`config.mk`:
```
export PLATFORM = sky130hd
export DESIGN_NAME = sscc_top
export DESIGN_NICKNAME = d
export VERILOG_FILES = /design/src/logic/sscc_pkg.sv /design/src/logic/sscc_sync.sv /design/src/logic/sscc_top.sv
export SDC_FILE = /design/constraint.sdc
export NUM_CORES = 1
export LEC_CHECK = 0
export BUFFER_PORTS_ARGS = -buffer_cell sky130_fd_sc_hd__buf_2
export CORE_MARGIN = 5
export CORE_UTILIZATION = 61
export DETAILED_ROUTE_END_ITERATION = 6
export GPL_TIMING_DRIVEN = 0
export PLACE_DENSITY = 0.94
export SKIP_LAST_GASP = 1
export SLEW_MARGIN = 30
export SYNTH_ARGS = -nofsm -noshare
export SYNTH_HDL_FRONTEND = slang
export SYNTH_SLANG_ARGS = --single-unit
```
`constraint.sdc`:
```
create_clock -name CLK_IN -period 3.9 [get_ports CLK_IN]
set_input_delay 0.195 -clock CLK_IN [delete_from_list [all_inputs] [get_ports CLK_IN]]
set_output_delay 0.195 -clock CLK_IN [all_outputs]
set_load 0.02 [all_outputs]
```
`src/logic/sscc_pkg.sv`:
```
// package for the synthesizer startup and static control block
// assumes a single 50 MHz clock domain and no register bus
`default_nettype none
package sscc_pkg;
  // divider field widths
  localparam int unsigned FB_W = 10;
  localparam int unsigned POST_W = 3;
  // defaults taken when the divider pins float
  localparam logic [FB_W-1:0] FB_DEFAULT = 10'h271;
  localparam logic [POST_W-1:0] POST_DEFAULT = 3'h0;
  localparam logic PRE_DEFAULT = 1'b1;
  // reference choice, output style and lock levels
  localparam logic REF_EXTERNAL = 1'b0;
  localparam logic REF_CRYSTAL = 1'b1;
  localparam logic LEVEL_LOW_SWING = 1'b0;
  localparam logic LOCKED = 1'b1;
  localparam logic UNLOCKED = 1'b0;
  // settle time before lock is shown after a new setting
  localparam int unsigned CLK_HZ = 50_000_000;
  localparam int unsigned LOCK_TIME_US = 100;
  localparam int unsigned LOCK_CYCLES =
    (LOCK_TIME_US * (CLK_HZ / 1_000_000));
  localparam int unsigned SYNC_STAGES = 2;
  // startup sequencer states
  typedef enum logic [1:0] {
    SSCC_IDLE = 2'b00,
    SSCC_CAPTURE = 2'b01,
    SSCC_SETTLE = 2'b10,
    SSCC_RUN = 2'b11
  } sscc_state_t;
endpackage
`default_nettype wire

```
`src/logic/sscc_sync.sv`:
```
// two flip-flop synchroniser for a bus of pin levels
// assumes the pins change slowly compared to the clock
`default_nettype none
module sscc_sync #(
  parameter int unsigned WIDTH = 1,
  parameter logic [WIDTH-1:0] RST_VAL = '0
) (
  input wire logic clk_in,
  input wire logic rst_n_in,
  input wire logic ce_in,
  input wire logic [WIDTH-1:0] d_in,
  output logic [WIDTH-1:0] q_out
);
  logic [WIDTH-1:0] meta_r; // first stage, read only by q_out

  // two stages; reset to the idle level so no false level leaks out
  always_ff @(posedge clk_in or negedge rst_n_in) begin
    if (!rst_n_in) begin
      meta_r <= RST_VAL;
      q_out <= RST_VAL;
    end else if (ce_in) begin
      meta_r <= d_in;
      q_out <= meta_r;
    end
  end
endmodule
`default_nettype wire

```
`src/logic/sscc_top.sv`:
```
// startup and static control of a programmable clock synthesizer
// assumes pins are asynchronous and are synchronised here
// What this block and the other party do
// capture dividers from pins at reset release
// startup capture ignores parallel mode select
// lock flag high when locked, else low
// parallel mode: dividers follow pins live
// reference select: 0 external, 1 crystal
// bypass skips loop, post-dividers only
// other party holds bypass low normally
// reset low holds device, loads defaults
// level select high swing, low default
// floating pins give default divider settings
// other party resets after power-up
// parallel-only: select low, serial unused
// serial mode freezes pins, serial may write
// lock low from reset until relock
// pins synchronised before updating dividers
`default_nettype none
module sscc_top
  import sscc_pkg::*;
#(
  parameter int unsigned FB_WIDTH = FB_W,
  parameter int unsigned LOCK_COUNT = LOCK_CYCLES
) (
  input wire logic CLK_IN,
  input wire logic RST_N_IN,
  input wire logic CE_IN,
  input wire logic PARALLEL_MODE_SELECT_LOW_IN,
  input wire logic [FB_WIDTH-1:0] FEEDBACK_DIVIDER_IN,
  input wire logic [POST_W-1:0] POST_DIVIDER_A_IN,
  input wire logic [POST_W-1:0] POST_DIVIDER_B_IN,
  input wire logic PRE_DIVIDER_IN,
  input wire logic REF_SELECT_IN,
  input wire logic LOOP_SKIP_TEST_LOW_IN,
  input wire logic OUTPUT_LEVEL_CHOICE_IN,
  input wire logic SERIAL_WRITE_IN,
  input wire logic [FB_WIDTH-1:0] SERIAL_FEEDBACK_IN,
  input wire logic [POST_W-1:0] SERIAL_POST_A_IN,
  input wire logic [POST_W-1:0] SERIAL_POST_B_IN,
  input wire logic SERIAL_PRE_IN,
  input wire logic LOOP_LOCK_IN,
  output logic [FB_WIDTH-1:0] FEEDBACK_DIVIDER_OUT,
  output logic [POST_W-1:0] POST_DIVIDER_A_OUT,
  output logic [POST_W-1:0] POST_DIVIDER_B_OUT,
  output logic PRE_DIVIDER_OUT,
  output logic REF_CRYSTAL_OUT,
  output logic LOOP_BYPASS_OUT,
  output logic OUTPUT_LEVEL_HIGH_OUT,
  output logic LOOP_LOCKED_FLAG_OUT
);
  localparam int unsigned PIN_W = FB_WIDTH + 2 * POST_W + 5;
  localparam int unsigned CNT_W = $clog2(LOCK_COUNT + 1);
  localparam logic [CNT_W-1:0] CNT_LAST = CNT_W'(LOCK_COUNT - 1);
  // sync reset levels: crystal stays chosen while the stages fill
  localparam logic [PIN_W-1:0] PIN_RST = {FB_WIDTH'(FB_DEFAULT),
    POST_DEFAULT, POST_DEFAULT, PRE_DEFAULT, REF_CRYSTAL, 1'b0,
    LEVEL_LOW_SWING, 1'b0};

  ////////////////////////////////////////////////////////////////////
  // pin synchronisers
  logic [PIN_W-1:0] pin_raw; // every asynchronous pin level but the lock detector, packed
  logic [PIN_W-1:0] pin_sync; // same, after two flops
  logic [FB_WIDTH-1:0] fb_pin; // synced feedback divider pins
  logic [POST_W-1:0] pa_pin; // synced post divider a pins
  logic [POST_W-1:0] pb_pin; // synced post divider b pins
  logic pre_pin; // synced pre-divider pin
  logic ref_pin; // synced reference select
  logic skip_pin; // synced bypass level
  logic lev_pin; // synced output level choice
  logic par_low; // synced parallel mode select (low = parallel)
  logic lock_pin; // synced analog lock detector

  assign pin_raw = {FEEDBACK_DIVIDER_IN, POST_DIVIDER_A_IN,
                    POST_DIVIDER_B_IN, PRE_DIVIDER_IN, REF_SELECT_IN,
                    LOOP_SKIP_TEST_LOW_IN, OUTPUT_LEVEL_CHOICE_IN,
                    PARALLEL_MODE_SELECT_LOW_IN};

  // sync all pins
  sscc_sync #(.WIDTH(PIN_W), .RST_VAL(PIN_RST)) u_pin_sync (
    .clk_in(CLK_IN),
    .rst_n_in(RST_N_IN),
    .ce_in(CE_IN),
    .d_in(pin_raw),
    .q_out(pin_sync)
  );

  // lock detector from the analog loop is also asynchronous
  sscc_sync #(.WIDTH(1), .RST_VAL(UNLOCKED)) u_lock_sync (
    .clk_in(CLK_IN),
    .rst_n_in(RST_N_IN),
    .ce_in(CE_IN),
    .d_in(LOOP_LOCK_IN),
    .q_out(lock_pin)
  );

  assign {fb_pin, pa_pin, pb_pin, pre_pin, ref_pin, skip_pin, lev_pin,
          par_low} = pin_sync;

  ////////////////////////////////////////////////////////////////////
  // startup sequencer
  sscc_state_t state_r; // current phase
  sscc_state_t state_nxt; // next phase
  logic [CNT_W-1:0] cnt_r; // settle counter
  logic cfg_change; // divider setting about to change

  // capture waits two cycles so the sync stages hold real pin levels
  logic [1:0] warm_r; // cycles since reset release

  // defaults while reset low
  always_ff @(posedge CLK_IN or negedge RST_N_IN) begin
    if (!RST_N_IN) begin
      warm_r <= 2'h0;
    end else if (CE_IN && warm_r != 2'h3) begin
      warm_r <= warm_r + 2'h1;
    end
  end

  // next state logic
  always_comb begin
    state_nxt = state_r;
    case (state_r)
      SSCC_IDLE: begin
        if (warm_r == 2'h2) begin
          state_nxt = SSCC_CAPTURE;
        end
      end
      SSCC_CAPTURE: begin
        state_nxt = SSCC_SETTLE;
      end
      SSCC_SETTLE: begin
        if (cnt_r == CNT_LAST && lock_pin) begin
          state_nxt = SSCC_RUN;
        end
      end
      SSCC_RUN: begin
        if (cfg_change || !lock_pin) begin
          state_nxt = SSCC_SETTLE;
        end
      end
      default: begin
        state_nxt = SSCC_IDLE;
      end
    endcase
  end

  // state register
  always_ff @(posedge CLK_IN or negedge RST_N_IN) begin
    if (!RST_N_IN) begin
      state_r <= SSCC_IDLE;
    end else if (CE_IN) begin
      state_r <= state_nxt;
    end
  end

  // settle counter, restarts on every new setting
  always_ff @(posedge CLK_IN or negedge RST_N_IN) begin
    if (!RST_N_IN) begin
      cnt_r <= '0;
    end else if (CE_IN) begin
      if (state_r != SSCC_SETTLE || cfg_change) begin
        cnt_r <= '0;
      end else if (cnt_r != CNT_LAST) begin
        cnt_r <= cnt_r + CNT_W'(1);
      end
    end
  end

  ////////////////////////////////////////////////////////////////////
  // divider configuration
  logic take_pins; // load the dividers from the pins
  logic take_serial; // load the dividers from the serial side
  logic [FB_WIDTH-1:0] fb_src; // chosen source values
  logic [POST_W-1:0] pa_src;
  logic [POST_W-1:0] pb_src;
  logic pre_src;

  // R2: capture ignores mode
  // parallel follows pins
  // serial mode freezes pins
  assign take_pins = (state_r == SSCC_CAPTURE) ||
                     (state_r != SSCC_IDLE && !par_low);
  assign take_serial = SERIAL_WRITE_IN && par_low &&
                       state_r != SSCC_IDLE && state_r != SSCC_CAPTURE;
  assign fb_src = take_pins ? fb_pin : SERIAL_FEEDBACK_IN;
  assign pa_src = take_pins ? pa_pin : SERIAL_POST_A_IN;
  assign pb_src = take_pins ? pb_pin : SERIAL_POST_B_IN;
  assign pre_src = take_pins ? pre_pin : SERIAL_PRE_IN;
  assign cfg_change = (take_pins || take_serial) &&
    ({fb_src, pa_src, pb_src, pre_src} !=
     {FEEDBACK_DIVIDER_OUT, POST_DIVIDER_A_OUT, POST_DIVIDER_B_OUT,
      PRE_DIVIDER_OUT});

  // R10: default divider settings
  always_ff @(posedge CLK_IN or negedge RST_N_IN) begin
    if (!RST_N_IN) begin
      FEEDBACK_DIVIDER_OUT <= FB_WIDTH'(FB_DEFAULT);
      POST_DIVIDER_A_OUT <= POST_DEFAULT;
      POST_DIVIDER_B_OUT <= POST_DEFAULT;
      PRE_DIVIDER_OUT <= PRE_DEFAULT;
    end else if (CE_IN && (take_pins || take_serial)) begin
      FEEDBACK_DIVIDER_OUT <= fb_src;
      POST_DIVIDER_A_OUT <= pa_src;
      POST_DIVIDER_B_OUT <= pb_src;
      PRE_DIVIDER_OUT <= pre_src;
    end
  end

  ////////////////////////////////////////////////////////////////////
  // static controls
  // R6: R9: route controls
  always_ff @(posedge CLK_IN or negedge RST_N_IN) begin
    if (!RST_N_IN) begin
      REF_CRYSTAL_OUT <= REF_CRYSTAL;
      LOOP_BYPASS_OUT <= 1'b0;
      OUTPUT_LEVEL_HIGH_OUT <= LEVEL_LOW_SWING;
    end else if (CE_IN) begin
      REF_CRYSTAL_OUT <= (ref_pin == REF_CRYSTAL);
      LOOP_BYPASS_OUT <= skip_pin;
      OUTPUT_LEVEL_HIGH_OUT <= lev_pin;
    end
  end

  ////////////////////////////////////////////////////////////////////
  // lock flag
  // R14: lock indication
  always_ff @(posedge CLK_IN or negedge RST_N_IN) begin
    if (!RST_N_IN) begin
      LOOP_LOCKED_FLAG_OUT <= UNLOCKED;
    end else if (CE_IN) begin
      LOOP_LOCKED_FLAG_OUT <= (state_nxt == SSCC_RUN) ? LOCKED : UNLOCKED;
    end
  end
endmodule
`default_nettype wire
```
==> flow_summary.toml <==
[pwr]
clkPwrFrac_pct = 28.3
total_power_mw = 2.44
power_frac_comb_pct = 24.8
p_seq_share_pct = 46.9
p_int_mw = 1.63
p_leak_nw = 2.08
switching_share_pct = 33.0
ir_drop_v = 0.000383
power_density_nw_per_um2 = 521
p_sw_mw = 0.804

[critical_path]
critPathMaxFanout = 10
path_cells = "or2_1, clkbuf_1, nand2_2, nand4_1, a222oi_1, a31oi_2, or2_1, buf_6, o32ai_4"
crit_buf_inv = 2
end_kind = "register"
cp_data_arrival_time_ns = 3.05
worst_setup_path_start_kind = "register"
cp_slowest_stage_delay_ns = 0.58
critPathTopFamily = "compound AO/OA/AOI/OAI gates"
cp.required_ns = 4.17
path_class = "reg2reg"
crit_top_cell = "or2_1"
critPathSlowestCell = "a222oi_1"

[timing]
drv_slew = 0
period_needed_ns = 2.79
tightestPinTransition_ns = 0.701
fin_tns_setup_ns = 0
finalSetupViolations = 0
rsz0062_at_grt = "false"
fin_hold_ws_ns = 0.0557
finalCritPeriodShare_pct = 71.4
hold_viol_final = 0
slew_headroom_pct = 53.3
finClkSkew_ns = 0.00974
max_clock_freq_mhz = 359

[detailed_routing]
final_antenna_net_count = 0
routed_via_density = 5.99
wirelength_mm = 9.12
drt_iter0_drc = 241
wl_met2_mm = 4.47
drt-pass1-iter-count = 5
vias = 3073
top_layer = "met4"
avgRoutedWirePerCell_microns = 17.8
drt-met1-wl_mm = 3.71
drcViolationCount = 0
wl_met3_microns = 665

[min_path]
hold_path.class = "in2reg"

[final_layout]
antenna_cells = 0
nNetsFinal = 477
layout-drive-gt1-share_pct = 36.0
syn2layout_area_growth_pct = 16.7
postLayoutCoreUtil_pct = 73.5

[clock_tree]
cts_tree = "done"
root_buffer = "clkbuf_8"
clk_path_buf_depth = 2
cts_max_level = 3
post_cts_buffers = 0
path_clk_slew_ns = 0.09
clk_latency_ns = 0.36
cts_made_buffers = 9
cts.sink_count = 82

[floorplanning]
core_sq_um = 6350
dieArea_sq_um = 8280
start_util_pct = 63.0
dieWidth_microns = 91.0
num_io_pins = 64
rows = 29
fp.dieH_microns = 91.0

[logic_synthesis]
synth_area_leaders = "dfrtp_1 (38%), dfstp_2 (14%), mux2_2 (13%)"
yosysWarnings = 0
yosysTopAreaCellShare_pct = 38.1
syn_area_per_cell_sq_um = 11.3
synth_top_area_cell = "dfrtp_1"
synth_seq_cells = 82
async_flop_share_pct = 100
ys_types = 48
ys_seq_area_share_pct = 51.9
synth_area_sq_um = 4000
synth_edf_count = 0
synthCells = 355
synth_ff_type = "dfrtp_1"
synth_nets = 401

[global_routing]
grt-ovfl-total = 0
grt_max_degree = 44
grt_pass1_wl_mm = 15.4
grt_use_total_pct = 23.2
antenna_found_initial = 0
grt_pass1_vias = 3231

[placement]
routabilityCongestion = 0.909
port_buffers = 63
hpwlAfterDp_mm = 6.58

[outcome]
status = "finished, final reports clean"

[job]
cap_violations = 0
==> logic make-up after synthesis <==
family                     after synthesis  synth area share [%]
and+or+nand+nor                         88                  11.1
AOI/OAI and AO/OA                       68                  11.3
buffers and inverters                   30                  3.00
DFF                                     82                  51.9
muxes                                   59                  16.3
adders and majority gates                3                 0.938
xor gates and xnor gates                25                  5.47
==> per-layer routing <==
metal | up-vias | GRT usage, %
met5 | - | 0
met4 | 0 | 10.8
met3 | 31 | 6.94
met2 | 147 | 37.0
met1 | 1493 | 29.3
li1 | 1402 | -
==> sequential cells by signal, indices dropped and copies added (netlist names), 2 cells and up <==
signal,cells
POST_DIVIDER_A_OUT,3
cnt_r,13
state_r,2
u_pin_sync.q_out,21
FEEDBACK_DIVIDER_OUT,10
POST_DIVIDER_B_OUT,3
warm_r,2
u_pin_sync.meta_r,21
==> synthesized netlist by cell type, drive strengths merged (3+ instances only) <==
cell	instances
mux2	48
o21ai	25
ha	3
nand2b	3
buf	6
o22ai	4
nor3	6
inv	16
clkbuf	8
a22oi	3
nand4	3
nand3	8
xnor2	7
dfstp	21
xor2	18
mux2i	11
nor4	5
a21oi	15
nor2b	7
nand2	32
dfrtp	61
nor2	14
==> power by group through the flow <==
stage / registers (mW) / clock network (mW) / logic, mW
6_report: 1.14 / 0.688 / 0.605
5_1_grt: 1.16 / 0.731 / 0.660
4_1_cts: 1.14 / 0.690 / 0.605
3_5_place_dp: 1.15 / 0 / 0.591
3_3_place_gp: 1.14 / 0 / 0.564
2_1_floorplan: 1.20 / 0 / 0.325
==> timing repair <==
action                    CTS  global route
hold buffers                1             0
hold endpoints to repair   31             0
gates resized for setup     0             0
==> per-stage QoR <==
step	instance area, sq um	instances	setup WS [ns]
floorplan	4000	355	1.48
global placement	4410	495	1.31
detailed placement	4440	496	1.22
CTS	4670	513	1.17
global route	4670	513	0.900
finish	4670	513	1.11
==> path summary, 6_finish.rpt <==
kind                                              startpoint                          endpoint  slack, ns  cells past startpoint
max in group asynchronous                           RST_N_IN       PRE_DIVIDER_OUT$_DFFE_PN1P_       2.89                      3
max                                   state_r[1]$_DFFE_PN0P_              cnt_r[1]$_DFFE_PN0P_       1.11                      9
min                                    LOOP_SKIP_TEST_LOW_IN  u_pin_sync.meta_r[2]$_DFFE_PN0P_       0.06                      2
min reg2reg                u_pin_sync.meta_r[15]$_DFFE_PN1P_  u_pin_sync.q_out[15]$_DFFE_PN1P_       0.50                      2
min in group asynchronous                           RST_N_IN  u_pin_sync.q_out[10]$_DFFE_PN0P_       0.35                      2
max reg2reg                           state_r[1]$_DFFE_PN0P_              cnt_r[1]$_DFFE_PN0P_       1.11                      9
==> worst register-to-register path: cells and delay by family (launching register included) <==
| kind | cells | cell delay (ns) |
|---|---|---|
| AOI/OAI and AO/OA | 3 | 1.08 |
| and+or+nand+nor | 4 | 0.85 |
| DFF | 1 | 0.47 |
| buffers and inverters | 2 | 0.30 |
==> cell type report <==
class / count / area, sq um
buffer: 14 / 60.1
clock buffer: 9 / 124
clock inverter: 7 / 98.8
fill: 374 / 1680
inverter: 16 / 60.1
multi-input combinational: 243 / 1800
sequential: 82 / 2080
tap: 77 / 96.3
timing repair buffer: 65 / 348
==> placed cells by master (no fill, tap or decap), types with 4 or more instances in the layout <==
| cell | netlist | routed |
|---|---|---|
| nand2_1 | 31 | 31 |
| clkbuf_8 | 0 | 9 |
| inv_1 | 16 | 16 |
| nor3_1 | 6 | 6 |
| nor4_1 | 5 | 5 |
| xor2_1 | 18 | 18 |
| mux2_2 | 47 | 47 |
| buf_1 | 5 | 5 |
| a21oi_1 | 15 | 15 |
| clkbuf_1 | 8 | 8 |
| mux2i_1 | 11 | 11 |
| o22ai_1 | 4 | 4 |
| dfrtp_1 | 61 | 61 |
| nand3_1 | 8 | 8 |
| o21ai_0 | 25 | 25 |
| xnor2_1 | 7 | 7 |
| buf_2 | 0 | 62 |
| dfstp_2 | 21 | 21 |
| nor2_1 | 12 | 12 |
| nor2b_1 | 7 | 7 |
No activity file was read; power rests on OpenSTA's default activity.
